--- src/flsc_pkg.sv ---
package flsc_pkg;

    ////////////////////////////////////////////////////////////////////
    // Geometry
    localparam int ADDR_W = 20;
    localparam int DATA_W = 16;
    localparam int BLK_W = 4;
    localparam int BLK_LSB = 16;
    localparam int NUM_BLK = 14;
    localparam logic [BLK_W-1:0] LAST_ERALL_BLK = 4'hC;
    localparam int CNT_W = 8;

    ////////////////////////////////////////////////////////////////////
    // Command codes, low byte of the write data
    localparam logic [7:0] CMD_READ_ARRAY = 8'hFF;
    localparam logic [7:0] CMD_READ_STATUS = 8'h70;
    localparam logic [7:0] CMD_CLEAR_STATUS = 8'h50;
    localparam logic [7:0] CMD_PROGRAM = 8'h40;
    localparam logic [7:0] CMD_BLOCK_ERASE = 8'h20;
    localparam logic [7:0] CMD_ERASE_ALL = 8'hA7;
    localparam logic [7:0] CMD_LOCK_PROG = 8'h77;
    localparam logic [7:0] CMD_READ_LOCK = 8'h71;
    localparam logic [7:0] CMD_CONFIRM = 8'hD0;

    ////////////////////////////////////////////////////////////////////
    // Status byte layout and values after reset
    localparam int SEQ_BIT = 7;
    localparam int ERASE_BIT = 5;
    localparam int PROG_BIT = 4;
    localparam logic SEQ_RST = 1'b1;
    localparam logic ERR_RST = 1'b0;
    localparam logic LOCK_ERASED = 1'b1;

    ////////////////////////////////////////////////////////////////////
    // Operation times
    localparam int CLK_PERIOD_PS = 4000;
    localparam int PROG_TIME_NS = 40;
    localparam int ERASE_TIME_NS = 100;
    localparam int LOCK_TIME_NS = 40;
    localparam logic [CNT_W-1:0] PROG_CYC = CNT_W'(
        (PROG_TIME_NS * 1000 + CLK_PERIOD_PS - 1) / CLK_PERIOD_PS);
    localparam logic [CNT_W-1:0] ERASE_CYC = CNT_W'(
        (ERASE_TIME_NS * 1000 + CLK_PERIOD_PS - 1) / CLK_PERIOD_PS);
    localparam logic [CNT_W-1:0] LOCK_CYC = CNT_W'(
        (LOCK_TIME_NS * 1000 + CLK_PERIOD_PS - 1) / CLK_PERIOD_PS);

    ////////////////////////////////////////////////////////////////////
    // Sequencer states and operation kinds
    typedef enum logic [2:0] {
        ST_IDLE = 3'h1,
        ST_SECOND = 3'h2,
        ST_BUSY = 3'h4
    } flsc_state_t;

    typedef enum logic [1:0] {
        OP_PROG = 2'h0,
        OP_ERASE = 2'h1,
        OP_ERALL = 2'h2,
        OP_LOCK = 2'h3
    } flsc_op_t;

endpackage

--- src/flsc_lock_store.sv ---
`timescale 1ns/100ps
`default_nettype none
module flsc_lock_store
    import flsc_pkg::*;
(
    // Clock and power-on
    input wire logic clk_in,
    input wire logic por_in,
    // Updates
    input wire logic clr_in,
    input wire logic set_in,
    input wire logic [BLK_W-1:0] idx_in,
    // State
    output logic [NUM_BLK-1:0] bits_out
);

    typedef struct packed {
        logic [NUM_BLK-1:0] bits;
    } flsc_store_t;

    flsc_store_t q, d;

    // Lock bits model nonvolatile cells: the sequencer reset leaves
    // them alone; the power-on strobe brings them all to erased, and set_in brings one bit to erased.
    always_comb begin
        d = q;
        if (set_in) begin
            d.bits[idx_in] = LOCK_ERASED;
        end else if (clr_in) begin
            d.bits[idx_in] = ~LOCK_ERASED;
        end
    end

    always_ff @(posedge clk_in) begin
        if (por_in) begin
            q <= '{bits: {NUM_BLK{LOCK_ERASED}}};
        end else begin
            q <= d;
        end
    end

    assign bits_out = q.bits;

endmodule
`default_nettype wire

--- src/flsc_top.sv ---
//
// Functional notes
// - One retained lock bit per block, honoured when enabled
// - Lock bit 0 blocks program and erase
// - Lock program clears bit; erase or the power-on strobe sets it
// - Lock disable ignores bits without changing them
// - Erase with locks disabled erases, bits read 1
// - Status readable after status or operation command
// - Sequencer flag busy during operation, ready after
// - Status byte: D7 ready, D5 erase, D4 program
// - Clear status zeroes both error flags
// - Error flags refuse program, erase, lock commands
// - Bad command or second cycle: both flags
// - Read-array second cycle aborts to array mode, except after program (taken as data)
// - Locked block erase or erase failure: erase error
// - Program or lock write failure: program error
// - No lock error while locks are disabled
// - Read lock status copies bit to readback
`timescale 1ns/100ps
`default_nettype none
module flsc_top
    import flsc_pkg::*;
(
    // Clock and reset
    input wire logic CLK_IN,
    input wire logic RST_IN,
    input wire logic LOCK_POR_IN,
    // CPU command bus
    input wire logic CMD_WR_IN,
    input wire logic CMD_RD_IN,
    input wire logic [ADDR_W-1:0] ADDR_IN,
    input wire logic [DATA_W-1:0] WDATA_IN,
    output logic [DATA_W-1:0] RDATA_OUT,
    output logic RVALID_OUT,
    // Flash mode register bits
    input wire logic LOCK_DISABLE_CTRL_IN,
    output logic SEQUENCER_READY_MIRROR_OUT,
    output logic ERASE_ERROR_MIRROR_OUT,
    output logic PROGRAM_ERROR_MIRROR_OUT,
    output logic LOCK_STATUS_READBACK_OUT,
    output logic [NUM_BLK-1:0] LOCK_BITS_OUT,
    // Flash array
    input wire logic [DATA_W-1:0] ARRAY_RDATA_IN,
    input wire logic VERIFY_FAIL_IN,
    output logic ARRAY_PROG_OUT,
    output logic ARRAY_ERASE_OUT,
    output logic [ADDR_W-1:0] ARRAY_ADDR_OUT,
    output logic [DATA_W-1:0] ARRAY_WDATA_OUT,
    output logic [BLK_W-1:0] ARRAY_BLOCK_OUT
);

    typedef struct packed {
        flsc_state_t state;
        logic status_mode;
        logic [7:0] pend_code;
        logic [ADDR_W-1:0] pend_addr;
        flsc_op_t op;
        logic prot;
        logic [BLK_W-1:0] blk;
        logic [CNT_W-1:0] cnt;
        logic ready;
        logic erase_err;
        logic prog_err;
        logic lock_rb;
        logic [DATA_W-1:0] rdata;
        logic rvalid;
        logic arr_prog;
        logic arr_erase;
        logic [ADDR_W-1:0] arr_addr;
        logic [DATA_W-1:0] arr_wdata;
        logic lk_clr;
        logic lk_set;
        logic [BLK_W-1:0] lk_idx;
    } flsc_regs_t;

    localparam flsc_regs_t REGS_RST = '{
        state: ST_IDLE,
        status_mode: 1'b0,
        pend_code: 8'h00,
        pend_addr: '0,
        op: OP_PROG,
        prot: 1'b0,
        blk: '0,
        cnt: '0,
        ready: SEQ_RST,
        erase_err: ERR_RST,
        prog_err: ERR_RST,
        lock_rb: LOCK_ERASED,
        rdata: '0,
        rvalid: 1'b0,
        arr_prog: 1'b0,
        arr_erase: 1'b0,
        arr_addr: '0,
        arr_wdata: '0,
        lk_clr: 1'b0,
        lk_set: 1'b0,
        lk_idx: '0
    };

    flsc_regs_t q, d;
    logic [NUM_BLK-1:0] lock_bits;

    ////////////////////////////////////////////////////////////////////
    // Helpers

    function automatic logic [BLK_W-1:0] blk_of(
        input logic [ADDR_W-1:0] addr);
        blk_of = addr[BLK_LSB+BLK_W-1:BLK_LSB];
    endfunction

    // Open when protection is off or the bit reads unlocked
    function automatic logic blk_open(input logic prot,
        input logic [NUM_BLK-1:0] bits, input logic [BLK_W-1:0] idx);
        blk_open = !prot || bits[idx];
    endfunction

    function automatic logic [7:0] status_byte(input flsc_regs_t r);
        status_byte = 8'h00;
        status_byte[SEQ_BIT] = r.ready;
        status_byte[ERASE_BIT] = r.erase_err;
        status_byte[PROG_BIT] = r.prog_err;
    endfunction

    ////////////////////////////////////////////////////////////////////
    // Sequencer

    always_comb begin
        logic [7:0] code;
        logic [BLK_W-1:0] bi;
        logic prot_now;
        logic done;
        code = WDATA_IN[7:0];
        bi = blk_of(ADDR_IN);
        prot_now = !LOCK_DISABLE_CTRL_IN;
        done = 1'b0;
        d = q;
        d.rvalid = 1'b0;
        d.arr_prog = 1'b0;
        d.arr_erase = 1'b0;
        d.lk_clr = 1'b0;
        d.lk_set = 1'b0;

        if (CMD_RD_IN) begin
            d.rvalid = 1'b1;
            if (q.status_mode) begin
                d.rdata = {8'h00, status_byte(q)};
            end else begin
                d.rdata = ARRAY_RDATA_IN;
            end
        end

        case (q.state)
            ST_IDLE: begin
                if (CMD_WR_IN) begin
                    if (ADDR_IN[0]) begin
                        d.erase_err = 1'b1;
                        d.prog_err = 1'b1;
                        d.status_mode = 1'b1;
                    end else if (code == CMD_READ_ARRAY) begin
                        d.status_mode = 1'b0;
                    end else if (code == CMD_READ_STATUS) begin
                        d.status_mode = 1'b1;
                    end else if (code == CMD_CLEAR_STATUS) begin
                        d.erase_err = 1'b0;
                        d.prog_err = 1'b0;
                    end else if (code == CMD_PROGRAM ||
                        code == CMD_BLOCK_ERASE ||
                        code == CMD_ERASE_ALL ||
                        code == CMD_LOCK_PROG) begin
                        // Refused silently; software reads status
                        if (!(q.erase_err || q.prog_err)) begin
                            d.pend_code = code;
                            d.pend_addr = ADDR_IN;
                            d.state = ST_SECOND;
                        end
                    end else if (code == CMD_READ_LOCK) begin
                        d.pend_code = code;
                        d.pend_addr = ADDR_IN;
                        d.state = ST_SECOND;
                    end else begin
                        d.erase_err = 1'b1;
                        d.prog_err = 1'b1;
                        d.status_mode = 1'b1;
                    end
                end
            end

            ST_SECOND: begin
                if (CMD_WR_IN) begin
                    d.state = ST_IDLE;
                    d.prot = prot_now;
                    d.blk = bi;
                    if (q.pend_code == CMD_PROGRAM) begin
                        d.status_mode = 1'b1;
                        if (ADDR_IN != q.pend_addr ||
                            bi >= BLK_W'(NUM_BLK)) begin
                            d.erase_err = 1'b1;
                            d.prog_err = 1'b1;
                        end else if (!blk_open(prot_now, lock_bits,
                            bi)) begin
                            d.prog_err = 1'b1;
                        end else begin
                            d.op = OP_PROG;
                            d.arr_prog = 1'b1;
                            d.arr_addr = ADDR_IN;
                            d.arr_wdata = WDATA_IN;
                            d.cnt = PROG_CYC - 1'b1;
                            d.ready = 1'b0;
                            d.state = ST_BUSY;
                        end
                    end else if (code == CMD_READ_ARRAY) begin
                        d.status_mode = 1'b0;
                    end else if (code != CMD_CONFIRM ||
                        ADDR_IN[0] || bi >= BLK_W'(NUM_BLK) ||
                        (q.pend_code == CMD_LOCK_PROG &&
                        ADDR_IN != q.pend_addr)) begin
                        d.erase_err = 1'b1;
                        d.prog_err = 1'b1;
                        d.status_mode = 1'b1;
                    end else if (q.pend_code == CMD_READ_LOCK) begin
                        d.lock_rb = lock_bits[bi];
                    end else begin
                        d.status_mode = 1'b1;
                        d.ready = 1'b0;
                        d.state = ST_BUSY;
                        d.lk_idx = bi;
                        if (q.pend_code == CMD_BLOCK_ERASE) begin
                            d.op = OP_ERASE;
                            if (!blk_open(prot_now, lock_bits, bi)) begin
                                d.erase_err = 1'b1;
                                d.ready = 1'b1;
                                d.state = ST_IDLE;
                            end else begin
                                d.arr_erase = 1'b1;
                                d.cnt = ERASE_CYC - 1'b1;
                            end
                        end else if (q.pend_code == CMD_ERASE_ALL) begin
                            d.op = OP_ERALL;
                            d.blk = '0;
                            d.lk_idx = '0;
                            d.arr_erase = blk_open(prot_now, lock_bits,
                                '0);
                            d.cnt = d.arr_erase ? ERASE_CYC - 1'b1 : '0;
                        end else begin
                            d.op = OP_LOCK;
                            d.cnt = LOCK_CYC - 1'b1;
                        end
                    end
                end
            end

            ST_BUSY: begin
                // Writes during an operation are dropped
                if (q.cnt != '0) begin
                    d.cnt = q.cnt - 1'b1;
                end else begin
                    case (q.op)
                        OP_PROG: begin
                            d.prog_err = q.prog_err || VERIFY_FAIL_IN;
                            done = 1'b1;
                        end
                        OP_ERASE: begin
                            if (VERIFY_FAIL_IN) begin
                                d.erase_err = 1'b1;
                            end else begin
                                d.lk_set = 1'b1;
                            end
                            done = 1'b1;
                        end
                        OP_LOCK: begin
                            if (VERIFY_FAIL_IN) begin
                                d.prog_err = 1'b1;
                            end else begin
                                d.lk_clr = 1'b1;
                            end
                            done = 1'b1;
                        end
                        default: begin
                            if (blk_open(q.prot, lock_bits, q.blk)) begin
                                if (VERIFY_FAIL_IN) begin
                                    d.erase_err = 1'b1;
                                    done = 1'b1;
                                end else begin
                                    d.lk_set = 1'b1;
                                    d.lk_idx = q.blk;
                                end
                            end
                            if (!done) begin
                                if (q.blk == LAST_ERALL_BLK) begin
                                    done = 1'b1;
                                end else begin
                                    d.blk = q.blk + 1'b1;
                                    d.arr_erase = blk_open(q.prot,
                                        lock_bits, d.blk);
                                    d.cnt = d.arr_erase ?
                                        ERASE_CYC - 1'b1 : '0;
                                end
                            end
                        end
                    endcase
                    if (done) begin
                        d.ready = 1'b1;
                        d.state = ST_IDLE;
                    end
                end
            end

            default: begin
                d.state = ST_IDLE;
            end
        endcase
    end

    // Error flags change only on the paths above and on reset
    always_ff @(posedge CLK_IN) begin
        if (RST_IN) begin
            q <= REGS_RST;
        end else begin
            q <= d;
        end
    end

    ////////////////////////////////////////////////////////////////////
    // Lock bit storage

    flsc_lock_store u_lock_store (
        .clk_in(CLK_IN),
        .por_in(LOCK_POR_IN),
        .clr_in(q.lk_clr),
        .set_in(q.lk_set),
        .idx_in(q.lk_idx),
        .bits_out(lock_bits)
    );

    ////////////////////////////////////////////////////////////////////
    // Outputs

    assign RDATA_OUT = q.rdata;
    assign RVALID_OUT = q.rvalid;
    assign SEQUENCER_READY_MIRROR_OUT = q.ready;
    assign ERASE_ERROR_MIRROR_OUT = q.erase_err;
    assign PROGRAM_ERROR_MIRROR_OUT = q.prog_err;
    assign LOCK_STATUS_READBACK_OUT = q.lock_rb;
    assign LOCK_BITS_OUT = lock_bits;
    assign ARRAY_PROG_OUT = q.arr_prog;
    assign ARRAY_ERASE_OUT = q.arr_erase;
    assign ARRAY_ADDR_OUT = q.arr_addr;
    assign ARRAY_WDATA_OUT = q.arr_wdata;
    assign ARRAY_BLOCK_OUT = q.blk;

endmodule
`default_nettype wire

--- config.mk ---
export PLATFORM = sky130hd
export DESIGN_NAME = flsc_top
export DESIGN_NICKNAME = d
export VERILOG_FILES = /design/src/flsc_pkg.sv /design/src/flsc_lock_store.sv /design/src/flsc_top.sv
export SDC_FILE = /design/constraint.sdc
export NUM_CORES = 1
export LEC_CHECK = 0
export BUFFER_PORTS_ARGS = -buffer_cell sky130_fd_sc_hd__buf_4
export CAP_MARGIN = 20
export CORE_UTILIZATION = 56
export DETAILED_ROUTE_END_ITERATION = 6
export PLACE_DENSITY_LB_ADDON = 0.05
export REMOVE_ABC_BUFFERS = 1
export SYNTH_ARGS = -nofsm -noshare
export SYNTH_HDL_FRONTEND = slang
export SYNTH_SLANG_ARGS = --single-unit
--- constraint.sdc ---
create_clock -name CLK_IN -period 3.52 [get_ports CLK_IN]
set_input_delay 0.704 -clock CLK_IN [delete_from_list [all_inputs] [get_ports CLK_IN]]
set_output_delay 0.704 -clock CLK_IN [all_outputs]
set_load 0.1 [all_outputs]
==> summary.txt <==
Clocking
  – H-tree depth: 4
  – Worst skew pair latency: 0.42 ns
  – TritonCTS clock tree: built
  – Max clock buf depth: 2
  – Clk sinks: 125
  – CTS Hold Bufs: 0
  – Postcts setup bufs: 0
  – Clock transition at path regs: 0.06 ns
  – Root buf cell: clkbuf_16
  – CTS buffer count: 17
  – CTS resizes: 0

STA
  – Final Hold Viols: 0
  – Slew @ Worst Pin: 0.907 ns
  – Clock period minus worst slack: 3.12 ns
  – Setup_tns: 0 ns
  – Setup Viol. Count Final: 0
  – Clock Skews: 0.00896 ns
  – Fin crit share: 88.7%
  – Relative slew slack: 39.5%
  – RSZ-0062 raised after global routing: false
  – Fmax: 0.320 GHz
  – Pins over their slew limit: 0

Layout
  – Filler cell count: 985
  – Layout cell share with drive strength beyond 1: 22.9%
  – Final #Nets: 959
  – # diodes: 0
  – Final Cell Area: 7990 µm²
  – Syn-to-layout area delta: 17.1%

Drt
  – DRC: 0
  – Routed WL per cell: 15.9 µm
  – Final ANT Viol Nets: 0
  – Routed WL: 16.6 mm
  – Via Count: 6,035
  – Drt via density: 5.76
  – Iter 0 DRT Violations: 410
  – First-pass DRT Iterations: 5

Worst setup path
  – Crit Path Category: reg2reg
  – Slowest-stage cell, CP: dfxtp_1
  – Slowest stage delay, CP: 0.54 ns
  – Required @ worst endpoint: 3.82 ns
  – RR Startpoint: ARRAY_BLOCK_OUT[1]
  – Critical R2R Capture: q[68]
  – Worst r2r path cells: 10
  – CP Launch Type: register
  – Critical Path Sink Type: register
  – Cell Chain, Critical Path: inv_1, ha_1, mux4_2, a211o_1, a21boi_0, buf_4, o22ai_1, a21oi_1, nor2_1, mux2_4
  – Worst-path maximum fanout: 8
  – Flop2flop setup slack: 0.40 ns
  – WP data arrival: 3.43 ns

Floorplan
  – Die ar.: 12,600 µm²
  – Die W: 112 µm
  – Core ar.: 11,700 µm²
  – Cell row count: 39
  – Die Y: 112 µm
  – Starting Density: 58.5%
  – I/O pin count: 136

Pwr
  – P_leak: 3.06 nW
  – Pwr/cell area: 430 nW/µm²
  – Peak VDD IR: 0.367 mV

Place
  – Post-DP Area: 7430 µm²
  – RePlAce Congestion: 0.893
  – Post-detail-place hpwl: 11.5 mm
  – Number of buffers added on ports: 135

Global routing
  – Global-route wire length before repair: 27.4 mm
  – Vias in the first global route: 5,668
  – Initial antenna violation count: 0
  – GRT Overall Usage: 27.1%
  – Largest net degree at the start of global routing: 71
  – Congestion Overflow GR: 0

Synth
  – Most used flip-flop cell after synthesis: dfxtp_1
  – Post-synthesis cell type count: 73
  – Sequential share of the synthesized area: 36.7%
  – Cells after synthesis: 834
  – Post-synth EDFFs: 0
  – Async SR Flop Fraction: 0%
  – Seq cells post-synth: 125
  – Post-Syn Area per Cell: 8.18 µm²
  – Yosys Warn Count: 0
  – Syn Std Cell Area: 6820 µm²

Hold path
  – Hold Path End: ARRAY_ADDR_OUT[12]
  – Worst hold path depth: 2
  – Hold wc startpoint: ARRAY_ADDR_OUT[12]
  – Min-delay worst type: reg2reg

Status
  – Status: completed

Flow run
  – Max-cap violations: 0
-- worst max-delay path by stage --
stage	start	to	slack, ns
after floorplan	ARRAY_BLOCK_OUT[0]	q[68]	0.04
after global placement	WDATA_IN[1]	q[101]	0.44
after detailed placement	WDATA_IN[1]	q[107]	0.34
after CTS	ARRAY_BLOCK_OUT[1]	q[68]	0.50
after global routing	ARRAY_BLOCK_OUT[1]	q[68]	0.32
final	ARRAY_BLOCK_OUT[1]	q[68]	0.40
-- power breakdown --
part	leakage, nW	total, mW	switching (mW)	internal [mW]
Sequential	1.01	1.45	0.0123	1.43
Clock	0.266	1.66	0.632	1.03
Combinational	1.78	0.324	0.219	0.105
-- routing by layer --
metal	share of wire, %	track usage [%]	routed length [µm]	vias to the layer above
met5	0	0	0	-
met4	1.6	10.0	269	0
met3	6.7	7.13	1120	30
met2	46	43.5	7720	245
li1	-	-	-	2950
met1	45	35.1	7500	2810
-- cells in the final DEF (no fill, tap or decap), types with 16 or more instances in the layout --
master     instances
xor2_1            20
nand2_1          154
dfxtp_1          125
a21oi_1           87
clkbuf_16         17
nand2b_1          16
buf_4            143
nor2b_1           28
o21ai_0           17
mux2i_1           20
nor2_1            63
nor3_1            20
-- Yosys cell counts (5+ instances only) --
cell,number,area share (%)
o21ai_0,17,1.2
mux2i_1,20,2.9
nand2b_1,16,1.5
o22ai_1,5,0.46
nor2_1,63,3.5
nand2_1,154,8.5
a211oi_1,14,1.5
buf_4,59,6.5
buf_6,5,0.83
dfxtp_1,125,37
a21oi_1,87,6.4
a211o_1,6,0.77
inv_1,11,0.61
or3_1,6,0.55
nor3_1,20,1.5
xor2_1,20,2.6
clkbuf_1,31,1.7
nand3_1,10,0.73
mux4_2,7,2.3
nor2b_1,28,2.6
buf_2,9,0.66
nor3b_1,8,0.88
ha_1,8,1.5
nor4_1,9,0.83
nand3b_1,9,0.99
-- through the flow --
step	power (mW)	cells	setup slack (ns)	hold WS (ns)	utilization (%)
4_1_cts	3.45	1047	0.501	0.455	68.5
3_3_place_gp	1.80	1016	0.435	0.440	63.7
6_report	3.43	1047	0.396	0.454	68.5
3_5_place_dp	1.80	1016	0.337	0.447	63.7
5_1_grt	3.54	1047	0.321	0.469	68.5
2_1_floorplan	1.66	729	0.0429	0.435	-
-- worst max-delay path, delay by kind of cell, from the launching register on --
kind / cells / cell delay [ns]
muxes: 2 / 0.83
AOI/OAI and AO/OA: 4 / 0.77
DFF: 1 / 0.54
adders and majority gates: 1 / 0.47
buffers and inverters: 2 / 0.34
and+or+nand+nor: 1 / 0.05
-- kinds of logic after synthesis --
group / count (synthesis) / synth area share (%)
flops: 125 / 36.7
simple gates: 354 / 25.8
buf+inv: 116 / 10.3
compound gates: 177 / 16.7
mux: 30 / 5.85
fa+ha+maj: 8 / 1.47
xor+xnor: 24 / 3.08
-- final cells by class --
type	count	area, µm²	share of cell area (%)
clock buffer	20	437	5.47
sequential	125	2500	31.3
tap	143	179	2.24
timing repair buffer	144	1090	13.7
clock inverter	11	120	1.50
inverter	11	41.3	0.517
multi-input combinational	593	3610	45.2
Power figures use the tool's default switching activity.
